[src/hdl/lpf_pkg.sv]
// Package for the line printer function and status block.
// Assumes octal function codes arrive as 12-bit words on the channel.
package lpf_pkg;

  // Function codes (octal values written in hex)
  localparam logic [11:0] FC_RELEASE   = 12'h000;
  localparam logic [11:0] FC_SUPPRESS  = 12'h006;
  localparam logic [11:0] FC_SEL_RNB   = 12'h010;
  localparam logic [11:0] FC_CLR_RNB   = 12'h011;
  localparam logic [11:0] FC_SEL_EOP   = 12'h012;
  localparam logic [11:0] FC_CLR_EOP   = 12'h013;
  localparam logic [11:0] FC_SEL_ABN   = 12'h014;
  localparam logic [11:0] FC_CLR_ABN   = 12'h015;
  localparam logic [11:0] FC_POST_MODE = 12'h018;
  localparam logic [11:0] FC_POST_L1   = 12'h019;
  localparam logic [11:0] FC_POST_L12  = 12'h024;
  localparam logic [11:0] FC_PRE_MODE  = 12'h028;
  localparam logic [11:0] FC_PRE_L1    = 12'h029;
  localparam logic [11:0] FC_PRE_L12   = 12'h034;

  // Status word bit positions
  localparam int ST_READY   = 0;
  localparam int ST_BUSY    = 1;
  localparam int ST_PRG_ERR = 2;
  localparam int ST_NO_PAP  = 3;
  localparam int ST_LAST    = 4;
  localparam int ST_LVL9    = 5;
  localparam int ST_MEM_BSY = 6;
  localparam int ST_INT_RNB = 7;
  localparam int ST_INT_EOP = 8;
  localparam int ST_INT_ABN = 9;
  localparam int ST_PRT_ERR = 10;
  localparam int ST_SPARE   = 11;
  localparam int ST_W       = 12;

  // Tape levels; level zero means plain single space
  localparam int          TAPE_LEVELS = 12;
  localparam logic [3:0]  LVL_NONE    = 4'h0;
  localparam logic [3:0]  LVL_TOP     = 4'h1;
  localparam logic [3:0]  LVL_NINE    = 4'h9;
  localparam logic [3:0]  LVL_LAST    = 4'hC;
  localparam logic [11:0] ST_RESET    = 12'h000;

  // Paper motion sequencer states
  typedef enum logic [1:0] {
    LPF_IDLE = 2'b01,
    LPF_MOVE = 2'b10
  } lpf_mv_t;

endpackage : lpf_pkg

[src/hdl/lpf_top.sv]
// Function code interpreter and status word for a line printer controller.
// Assumes a connected channel gives one-cycle code and status strobes.
// What this block does
// - 0023 cancels end-of-operation interrupt, replies.
// - Abnormal interrupt on not-ready or print error.
// - Abnormal interrupt holds until listed clears.
// - 0025 cancels abnormal interrupt, replies.
// - 0030 sets postprint, clears selections, eject, suppress.
// - Postprint levels advance after print until hole.
// - Level 1 is top, 12 last line.
// - 0050 enters preprint without motion, suppresses spacing.
// - Preprint levels move paper until selected hole.
// - Status request returns sum of condition bits.
// - Status bits follow the fixed twelve-bit layout.
// - Ready sets on start with all conditions.
// - No print or spacing code unless ready.
// - Busy during write, print and paper motion.
// - Program error sets on illegal character, clears.
// - Paper-out bit follows printer paper sense.
// - Last-line and level-9 bits clear on motion.
// - Memory busy from load start until printed.
// - Interrupt bits need selection and their condition.
// - Print error sets on any of five faults.
// - Print error clears on channel busy, reset, clears.
// - Operating codes need ready, not busy; else reject.
`timescale 1ns/100ps
module lpf_top
  import lpf_pkg::*;
(
  // Clock and reset
  input  wire logic                   clk,
  input  wire logic                   rst,
  // Channel
  input  wire logic                   connected,
  input  wire logic                   func_valid,
  input  wire logic [11:0]            func_code,
  input  wire logic                   status_req,
  input  wire logic                   clear_channel,
  input  wire logic                   master_clear,
  input  wire logic                   chan_busy_new,
  output logic                        reply,
  output logic                        reject,
  output logic                        status_valid,
  output logic [ST_W-1:0]             status_word,
  // Operator switches and printer sense
  input  wire logic                   start_sw,
  input  wire logic                   stop_sw,
  input  wire logic                   check_reset_sw,
  input  wire logic                   err_override,
  input  wire logic                   power_ok,
  input  wire logic                   interlock_ok,
  input  wire logic                   tape_ok,
  input  wire logic                   paper_ok,
  // Print path
  input  wire logic                   write_active,
  input  wire logic                   print_cycle,
  input  wire logic                   load_begin,
  input  wire logic                   line_printed,
  input  wire logic                   illegal_char_stored,
  input  wire logic [4:0]             print_fault,
  output logic                        print_ok,
  // Carriage
  input  wire logic                   line_step,
  input  wire logic [TAPE_LEVELS-1:0] tape_hole,
  output logic                        paper_advance
);

  typedef struct packed {
    lpf_mv_t        mv;
    logic [3:0]     tgt;
    logic [3:0]     post_sel;
    logic           cmd_motion;
    logic           mem_in_motion;
    logic           eop_wait;
    logic           preprint;
    logic           supp_pend;
    logic           sel_rnb;
    logic           sel_eop;
    logic           sel_abn;
    logic           ready;
    logic           busy;
    logic           paper_out;
    logic           last_line;
    logic           lvl9;
    logic           mem_busy;
    logic           reply;
    logic           reject;
    logic           stat_valid;
    logic [ST_W-1:0] stat_word;
    logic           advance;
  } lpf_st_t;

  lpf_st_t st_reg;
  lpf_st_t st_next;

  logic clr_all;
  logic fv;
  logic is_oper;
  logic is_nonop;
  logic oper_ok;
  logic acc;
  logic done;
  logic hit;
  logic fault_any;
  logic prg_err;
  logic prt_err;
  logic int_rnb;
  logic int_eop;
  logic int_abn;
  logic set_rnb;
  logic set_eop;
  logic set_abn;
  logic clr_rnb;
  logic clr_eop;
  logic clr_abn;
  logic post_start;
  logic [ST_W-1:0] word;

  // Decode helpers
  assign clr_all   = clear_channel | master_clear;
  assign fv        = func_valid & connected;
  assign fault_any = |print_fault;
  assign is_nonop  = (func_code == FC_RELEASE) |
                     ((func_code >= FC_SEL_RNB) & (func_code <= FC_CLR_ABN));
  assign is_oper   = (func_code == FC_SUPPRESS) |
                     ((func_code >= FC_POST_MODE) & (func_code <= FC_POST_L12)) |
                     ((func_code >= FC_PRE_MODE) & (func_code <= FC_PRE_L12));
  assign oper_ok   = st_reg.ready & ~st_reg.busy & (st_reg.mv == LPF_IDLE);
  assign acc       = fv & (is_nonop | (is_oper & oper_ok));
  assign done      = (st_reg.mv == LPF_MOVE) & hit;
  assign post_start = line_printed & ~st_reg.preprint & st_reg.ready &
                      ~st_reg.supp_pend & (st_reg.mv == LPF_IDLE);

  // Motion end detector
  lpf_stop_det #(
    .LEVELS (TAPE_LEVELS)
  ) u_stop (
    .level (st_reg.tgt),
    .step  (line_step),
    .holes (tape_hole),
    .hit   (hit)
  );

  // Interrupt set and clear terms
  assign set_rnb = st_reg.sel_rnb & st_reg.ready & ~st_reg.busy;
  assign set_eop = st_reg.sel_eop &
                   ((done & st_reg.cmd_motion & ~st_reg.mem_in_motion) |
                    (line_printed & st_reg.eop_wait));
  assign set_abn = st_reg.sel_abn &
                   ((done & ~st_reg.ready) |
                    (line_printed & ~st_reg.ready) |
                    (line_printed & (prt_err | fault_any) & ~err_override));
  assign clr_rnb = clr_all | (acc & ((func_code == FC_SEL_RNB) |
                   (func_code == FC_CLR_RNB) | (func_code == FC_RELEASE)));
  assign clr_eop = clr_all | (acc & ((func_code == FC_SEL_EOP) |
                   (func_code == FC_CLR_EOP) | (func_code == FC_RELEASE)));
  assign clr_abn = clr_all | (acc & ((func_code == FC_SEL_ABN) |
                   (func_code == FC_CLR_ABN) | (func_code == FC_RELEASE)));

  // Sticky interrupt and error flags
  lpf_flag u_rnb (.clk(clk), .rst(rst), .set(set_rnb), .clr(clr_rnb), .flag(int_rnb));
  lpf_flag u_eop (.clk(clk), .rst(rst), .set(set_eop), .clr(clr_eop), .flag(int_eop));
  lpf_flag u_abn (.clk(clk), .rst(rst), .set(set_abn), .clr(clr_abn), .flag(int_abn));
  lpf_flag u_prg (
    .clk  (clk),
    .rst  (rst),
    .set  (illegal_char_stored),
    .clr  (load_begin | clr_all | (acc & (func_code == FC_RELEASE))),
    .flag (prg_err)
  );
  lpf_flag u_prt (
    .clk  (clk),
    .rst  (rst),
    .set  (fault_any),
    .clr  (chan_busy_new | check_reset_sw | clr_all),
    .flag (prt_err)
  );

  // Status word assembly, one bit per condition so the sum is an OR
  always_comb begin
    word             = ST_RESET;
    word[ST_READY]   = st_reg.ready;
    word[ST_BUSY]    = st_reg.busy;
    word[ST_PRG_ERR] = prg_err;
    word[ST_NO_PAP]  = st_reg.paper_out;
    word[ST_LAST]    = st_reg.last_line;
    word[ST_LVL9]    = st_reg.lvl9;
    word[ST_MEM_BSY] = st_reg.mem_busy;
    word[ST_INT_RNB] = int_rnb;
    word[ST_INT_EOP] = int_eop;
    word[ST_INT_ABN] = int_abn;
    word[ST_PRT_ERR] = prt_err;
  end

  // Next-state logic
  always_comb begin
    st_next            = st_reg;
    st_next.reply      = acc;
    st_next.reject     = fv & ~acc;
    st_next.stat_valid = status_req & connected;
    if (status_req & connected)
      st_next.stat_word = word;
    // Ready latch
    if (~(power_ok & interlock_ok & tape_ok & paper_ok) | stop_sw)
      st_next.ready = 1'b0;
    else if (start_sw)
      st_next.ready = 1'b1;
    st_next.paper_out = ~paper_ok;
    // Buffer memory busy
    if (load_begin)
      st_next.mem_busy = 1'b1;
    else if (line_printed)
      st_next.mem_busy = 1'b0;
    // Function codes
    if (acc) begin
      case (func_code)
        FC_RELEASE: begin
          st_next.sel_rnb = 1'b0;
          st_next.sel_eop = 1'b0;
          st_next.sel_abn = 1'b0;
        end
        FC_SEL_RNB: st_next.sel_rnb = 1'b1;
        FC_CLR_RNB: st_next.sel_rnb = 1'b0;
        FC_SEL_EOP: st_next.sel_eop = 1'b1;
        FC_CLR_EOP: st_next.sel_eop = 1'b0;
        FC_SEL_ABN: st_next.sel_abn = 1'b1;
        FC_CLR_ABN: st_next.sel_abn = 1'b0;
        FC_SUPPRESS: st_next.supp_pend = 1'b1;
        FC_POST_MODE: begin
          st_next.preprint  = 1'b0;
          st_next.post_sel  = LVL_NONE;
          st_next.supp_pend = 1'b0;
        end
        FC_PRE_MODE: st_next.preprint = 1'b1;
        default: begin
          if (func_code <= FC_POST_L12) begin
            st_next.preprint = 1'b0;
            st_next.post_sel = 4'(func_code - FC_POST_L1) + LVL_TOP;
          end else begin
            st_next.preprint      = 1'b1;
            st_next.tgt           = 4'(func_code - FC_PRE_L1) + LVL_TOP;
            st_next.cmd_motion    = 1'b1;
            st_next.mem_in_motion = 1'b0;
            st_next.eop_wait      = 1'b0;
            st_next.mv            = LPF_MOVE;
            st_next.advance       = 1'b1;
            st_next.last_line     = 1'b0;
            st_next.lvl9          = 1'b0;
          end
        end
      endcase
    end
    // Paper motion sequencer
    case (st_reg.mv)
      LPF_IDLE: begin
        if (line_printed & st_reg.eop_wait)
          st_next.eop_wait = 1'b0;
        if (line_printed & st_reg.supp_pend & ~st_reg.preprint)
          st_next.supp_pend = 1'b0;
        if (post_start) begin
          st_next.tgt        = st_reg.post_sel;
          st_next.cmd_motion = 1'b0;
          st_next.mv         = LPF_MOVE;
          st_next.advance    = 1'b1;
          st_next.last_line  = 1'b0;
          st_next.lvl9       = 1'b0;
        end
      end
      LPF_MOVE: begin
        if (load_begin)
          st_next.mem_in_motion = 1'b1;
        if (line_step) begin
          st_next.last_line = tape_hole[LVL_LAST - LVL_TOP];
          st_next.lvl9      = tape_hole[LVL_NINE - LVL_TOP];
        end
        if (done) begin
          st_next.mv       = LPF_IDLE;
          st_next.advance  = 1'b0;
          st_next.post_sel = LVL_NONE;
          st_next.eop_wait = st_reg.cmd_motion & st_reg.mem_in_motion;
        end
      end
      default: begin
        st_next.mv      = LPF_IDLE;
        st_next.advance = 1'b0;
      end
    endcase
    st_next.busy = write_active | print_cycle | (st_next.mv == LPF_MOVE);
    // Channel clear and master clear drop modes and selections
    if (clr_all) begin
      st_next.sel_rnb   = 1'b0;
      st_next.sel_eop   = 1'b0;
      st_next.sel_abn   = 1'b0;
      st_next.preprint  = 1'b0;
      st_next.supp_pend = 1'b0;
      st_next.eop_wait  = 1'b0;
    end
  end

  // State register
  always_ff @(posedge clk) begin
    if (rst) begin
      st_reg           <= '0;
      st_reg.mv        <= LPF_IDLE;
      st_reg.stat_word <= ST_RESET;
    end else begin
      st_reg <= st_next;
    end
  end

  // Outputs straight from flops
  assign reply         = st_reg.reply;
  assign reject        = st_reg.reject;
  assign status_valid  = st_reg.stat_valid;
  assign status_word   = st_reg.stat_word;
  assign paper_advance = st_reg.advance;
  assign print_ok      = st_reg.ready;

  // Checks
  AST_EOP_CLR: assert property (@(posedge clk) disable iff (rst)
    fv && func_code == FC_CLR_EOP |=> reply && !st_reg.sel_eop)
    else $error("clear end-of-operation not honoured");
  AST_ABN_HOLD: assert property (@(posedge clk) disable iff (rst)
    int_abn && !clr_abn |=> int_abn)
    else $error("abnormal interrupt dropped early");
  AST_ABN_CLR: assert property (@(posedge clk) disable iff (rst)
    fv && func_code == FC_CLR_ABN && !set_abn |=> reply && !st_reg.sel_abn && !int_abn)
    else $error("clear abnormal interrupt not honoured");
  AST_POST_MODE: assert property (@(posedge clk) disable iff (rst)
    acc && func_code == FC_POST_MODE |=>
      st_reg.post_sel == LVL_NONE && !st_reg.preprint && !st_reg.supp_pend)
    else $error("postprint mode did not clear selections");
  AST_SEL_DROP: assert property (@(posedge clk) disable iff (rst)
    done |=> st_reg.post_sel == LVL_NONE && !paper_advance)
    else $error("selection kept after motion stop");
  AST_PRE_NOMOVE: assert property (@(posedge clk) disable iff (rst)
    acc && func_code == FC_PRE_MODE && !paper_advance && !clr_all |=>
      st_reg.preprint && !paper_advance)
    else $error("preprint mode moved paper");
  AST_PRE_MOVE: assert property (@(posedge clk) disable iff (rst)
    acc && func_code >= FC_PRE_L1 && func_code <= FC_PRE_L12 && !clr_all |=>
      paper_advance && st_reg.preprint && st_reg.busy)
    else $error("preprint level did not start motion");
  AST_REFUSE: assert property (@(posedge clk) disable iff (rst)
    fv && is_oper && !st_reg.ready |=> reject && !reply)
    else $error("spacing code accepted while not ready");
  AST_STATUS: assert property (@(posedge clk) disable iff (rst)
    status_req && connected |=> status_valid && !status_word[ST_SPARE] &&
      status_word[ST_READY] == $past(st_reg.ready))
    else $error("status word wrong");
  AST_PRT_CLR: assert property (@(posedge clk) disable iff (rst)
    check_reset_sw && !fault_any |=> !prt_err)
    else $error("print error not cleared");

  COV_PRE: cover property (@(posedge clk) disable iff (rst) done && st_reg.cmd_motion);
  COV_ABN: cover property (@(posedge clk) disable iff (rst) set_abn);
  COV_STAT: cover property (@(posedge clk) disable iff (rst) status_valid && status_word != 0);

endmodule : lpf_top

[src/hdl/lpf_flag.sv]
// Sticky flag with set priority over clear.
// Assumes set and clear are single-clock qualified terms.
`timescale 1ns/100ps
module lpf_flag
  import lpf_pkg::*;
(
  // Clock and reset
  input  wire logic clk,
  input  wire logic rst,
  // Control
  input  wire logic set,
  input  wire logic clr,
  // Flag
  output logic      flag
);

  typedef struct packed {
    logic f;
  } lpf_flag_st_t;

  lpf_flag_st_t st_reg;
  lpf_flag_st_t st_next;

  // A set in the clearing cycle is kept
  always_comb begin
    st_next = st_reg;
    if (set)
      st_next.f = 1'b1;
    else if (clr)
      st_next.f = 1'b0;
  end

  // State register
  always_ff @(posedge clk) begin
    if (rst)
      st_reg <= '0;
    else
      st_reg <= st_next;
  end

  assign flag = st_reg.f;

endmodule : lpf_flag

[src/hdl/lpf_stop_det.sv]
// Detects the line step that ends a paper motion.
// Assumes holes are sampled at the print position on each step.
`timescale 1ns/100ps
module lpf_stop_det
  import lpf_pkg::*;
#(
  parameter int LEVELS = TAPE_LEVELS
)
(
  // Motion target, zero for single space
  input  wire logic [3:0]        level,
  // Tape reader
  input  wire logic              step,
  input  wire logic [LEVELS-1:0] holes,
  // Result
  output logic                   hit
);

  // Single space stops on any step, otherwise on the selected hole
  always_comb begin
    if (level == LVL_NONE)
      hit = step;
    else
      hit = step & holes[level - LVL_TOP];
  end

endmodule : lpf_stop_det

[config.mk]
export PLATFORM = sky130hd
export DESIGN_NAME = lpf_top
export DESIGN_NICKNAME = d
export VERILOG_FILES = /design/src/hdl/lpf_pkg.sv /design/src/hdl/lpf_top.sv /design/src/hdl/lpf_flag.sv /design/src/hdl/lpf_stop_det.sv
export SDC_FILE = /design/constraint.sdc
export NUM_CORES = 1
export LEC_CHECK = 0
export BUFFER_PORTS_ARGS = -buffer_cell sky130_fd_sc_hd__buf_2
export CAP_MARGIN = 20
export CORE_UTILIZATION = 40
export DETAILED_ROUTE_END_ITERATION = 10
export PLACE_DENSITY_LB_ADDON = 0.05
export SLEW_MARGIN = 25
export SYNTH_ARGS = -nofsm -noshare
export SYNTH_HDL_FRONTEND = slang
export SYNTH_SLANG_ARGS = --single-unit
[constraint.sdc]
create_clock -name clk -period 3.8 [get_ports clk]
set_input_delay 0 -clock clk [delete_from_list [all_inputs] [get_ports clk]]
set_output_delay 0 -clock clk [all_outputs]
set_load 0.01 [all_outputs]
==> metrics.md <==
| Metric | Value |
|---|---|
| Status | `finished, final reports clean` |
| Switching power total | `roughly 230 uW` |
| Reg2reg setup slack | `0.79 ns` |
| Worst hold path depth | `3` |
| Switching part of the total | `0.259` |
| DRC marker count from the first detailed-route iteration | `81` |
| Clock skew | `approximately 0.0048 ns` |
| Clock H-tree levels | `2` |
| Port Buffers | `between 60 and 70` |
| Final Net Count | `~410` |
| Die Span Y | `around 80 um` |
| Synth top area share | `0.363` |
| Die Area | `around 6400 sq um` |
| Synth cell types | `between 40 and 50` |
| Unrepaired setup endpoints after global routing | `false` |
| Placed Instances | `410` |
| Synth cell count leaders | `dfxtp_1 (44), nand2_1 (36), nor2_1 (30)` |
| Reg clk slew, reported paths | `0.08 ns` |
| Hold EP | `reject$_SDFF_PP0_` |
| Arr. time, crit path | `approximately 3.2 ns` |
| GR Util All Layers | `0.206` |
| # diodes | `0` |
| Sequential share of the synthesized area | `0.363` |
| WL per Instance | `~14 um` |
| Synthesized flop and latch total | `44` |
| Post-detail-place hpwl | `4.51 mm` |
| Rel. slew slack | `0.521` |
| CTS Buf Count | `5` |
| WS Path Type | `reg2reg` |
| Comb pwr share | `0.137` |
| Maximum VDD drop | `0.177 mV` |
| Post-route ant nets | `0` |
| Final wirelength | `just over 6 mm` |
| Power Density | `~310 nW/um^2` |
| Initial antenna violation count | `0` |
| Count of final hold-check violations | `0` |
| Worst-path fanout max | `10` |
| Fraction of layout cells with a size suffix above 1 | `0.246` |
| P&R area growth vs syn | `17.4%` |
| Share of total power in the clock network | `0.321` |
| CP Launch Type | `flop` |
| Worst reg2reg path startpoint | `st_reg[34]$_SDFF_PP0_` |
| Synth Flop Type | `dfxtp_1` |
| Drt drc | `0` |
| Mapped cell area | `approximately 2400 sq um` |
| Worst reg2reg path depth | `8` |
| Final Max Slew Viols | `0` |
| Final worst path period share | `0.793` |
| Core region area | `5680 sq um` |
| Max-cap violations | `0` |
| Starting Density | `0.427` |
| Asr flop ratio synth | `0` |
| Root Buffer | `clkbuf_8` |
| Ports | `68` |
| Sequential Power Share | `0.543` |
| Clock Tree Buf Depth | `2` |
| Hold_sp | `func_valid` |
| Post-synth EDFFs | `0` |
| Detailed-router iteration count before antenna repair | `4` |
| Setup-failing EPs final | `0` |
| Congestion Overflow GR | `0` |
| Most frequent cell after synthesis | `dfxtp_1` |
| LEAKAGE | `~0.0012 uW` |
| Fmax | `between 300 and 400 MHz` |
| Mapped Cells | `about 300` |
| Row Count | `27` |
| Post-CTS resize count | `0` |
| Vias after detailed routing | `about 2300` |
| Min Tclk post-route | `about 3.0 ns` |
| Worst slew pin tran | `slightly above 0.7 ns` |
| Synth area leader | `dfxtp_1` |
| Layout Cells excl Fill | `426` |
| Setup crit end kind | `flop` |
| Die width | `about 80 um` |
| Clk Latency, worst-skew pair | `just under 0.3 ns` |
| Synth warnings | `0` |
| Syn avg cell area | `~8 sq um` |
| CTS tree | `yes` |
| Worst Hold Class | `in2reg` |
| Setup TNS | `0 ns` |
| Largest net degree at the start of global routing | `38` |
| Largest cells by area after synthesis | `dfxtp_1 (36%), nand2_1 (5.6%), mux2i_1 (5.0%)` |
| Number of global-route vias before repair | `between 2000 and 2500` |
| CTS sink cnt | `between 40 and 50` |
| Internal power | `646 uW` |
| RR Endpoint | `st_reg[20]$_SDFF_PP0_` |
| Number of flip-flops in the largest register | `23` |
| WP data required | `4.01 ns` |
| Vias per inst | `about 5.4` |
| Final Wtd Congestion | `0.886` |
| First-pass GRT wire length | `about 10 mm` |
| Syn_nets | `between 300 and 400` |
## power groups by stage
stage          Sequential (uW)  Combinational (uW)  Clock (uW)
2_1_floorplan              483                71.0           0
3_3_place_gp               484                 113           0
3_5_place_dp               484                 113           0
4_1_cts                    473                 120         289
5_1_grt                    474                 133         314
6_report                   473                 119         280
## cell type report
type / instances / area [sq um]
Tap cell: 72 / 90.1
Sequential cell: 44 / 881
Fill cell: 590 / 2830
Clock buffer: 5 / 68.8
Clock inverter: 2 / 12.5
Multi-Input combinational cell: 214 / 1320
Inverter: 13 / 48.8
Timing Repair Buffer: 76 / 428
## stage by stage
stage               hold WS, ns  setup WS, ns  cell area (sq um)  total power (uW)  utilization
detailed placement        0.166         0.812               2680               597        0.471
floorplan                0.0724          1.16               2420               554            -
global route             0.0561         0.609               2850               922        0.502
CTS                      0.0253         0.792               2850               882        0.502
global placement          0.168         0.884               2680               597        0.471
finish                   0.0294         0.786               2850               872        0.502
## critical path, cell delays in order (launching register included)
cell and delay [ns]:
dfxtp_1 0.51, inv_1 0.11, ha_1 0.46, mux4_2 0.56
o211ai_1 0.10, o311a_2 0.26, a31oi_4 0.16, or4_4 0.52
o32ai_2 0.26
## repair_timing
item | CTS | global route
hold buffers | 9 | 0
endpoints found under the hold margin | 7 | 0
setup endpoints to repair | 0 | 0
buffers inserted | 0 | 0
## cell usage in the layout, fill, tap and decap left out, types with 4 or more instances in the layout
cell type      synthesis  layout
buf_2                  0      66
a211oi_1               8       8
nor4_1                 7       7
nor2_1                30      30
a22oi_1                6       6
dfxtp_1               44      44
or2_2                  4       4
dlygate4sd3_1          0       9
mux2i_1               12      12
a21oi_1               23      23
ha_1                   4       4
o21ai_0               10      10
inv_1                 13      13
clkbuf_8               0       5
nand3b_1               4       4
nand2_1               36      36
o21a_1                 4       4
nand3_1                6       6
nand4_1                5       5
nor3_1                16      16
## worst max path at each step
stage,start,end,slack (ns),cells past startpoint
final,st_reg[34]$_SDFF_PP0_,st_reg[20]$_SDFF_PP0_,0.79,8
after global routing,st_reg[34]$_SDFF_PP0_,st_reg[20]$_SDFF_PP0_,0.61,8
after CTS,st_reg[34]$_SDFF_PP0_,st_reg[20]$_SDFF_PP0_,0.79,8
after detailed placement,st_reg[34]$_SDFF_PP0_,st_reg[20]$_SDFF_PP0_,0.81,8
after global placement,st_reg[34]$_SDFF_PP0_,st_reg[20]$_SDFF_PP0_,0.88,8
after floorplan,st_reg[34]$_SDFF_PP0_,st_reg[20]$_SDFF_PP0_,1.16,10
## per-layer routing
layer | vias to the layer above | global-route usage | share of wire
met2 | 60 | 0.332 | 0.46
met4 | 0 | 0.0482 | 0.0085
met5 | - | 0 | 0
li1 | 1173 | - | -
met1 | 1064 | 0.281 | 0.49
met3 | 6 | 0.0389 | 0.044
## logic make-up after synthesis
kind of cell | share of synthesized area
compound gates | 0.212
fa+ha+maj | 0.0207
buf+inv | 0.0929
flops | 0.363
mux | 0.0589
other cells | 0.00155
simple gates | 0.250
(Power assumes the default switching activity.)
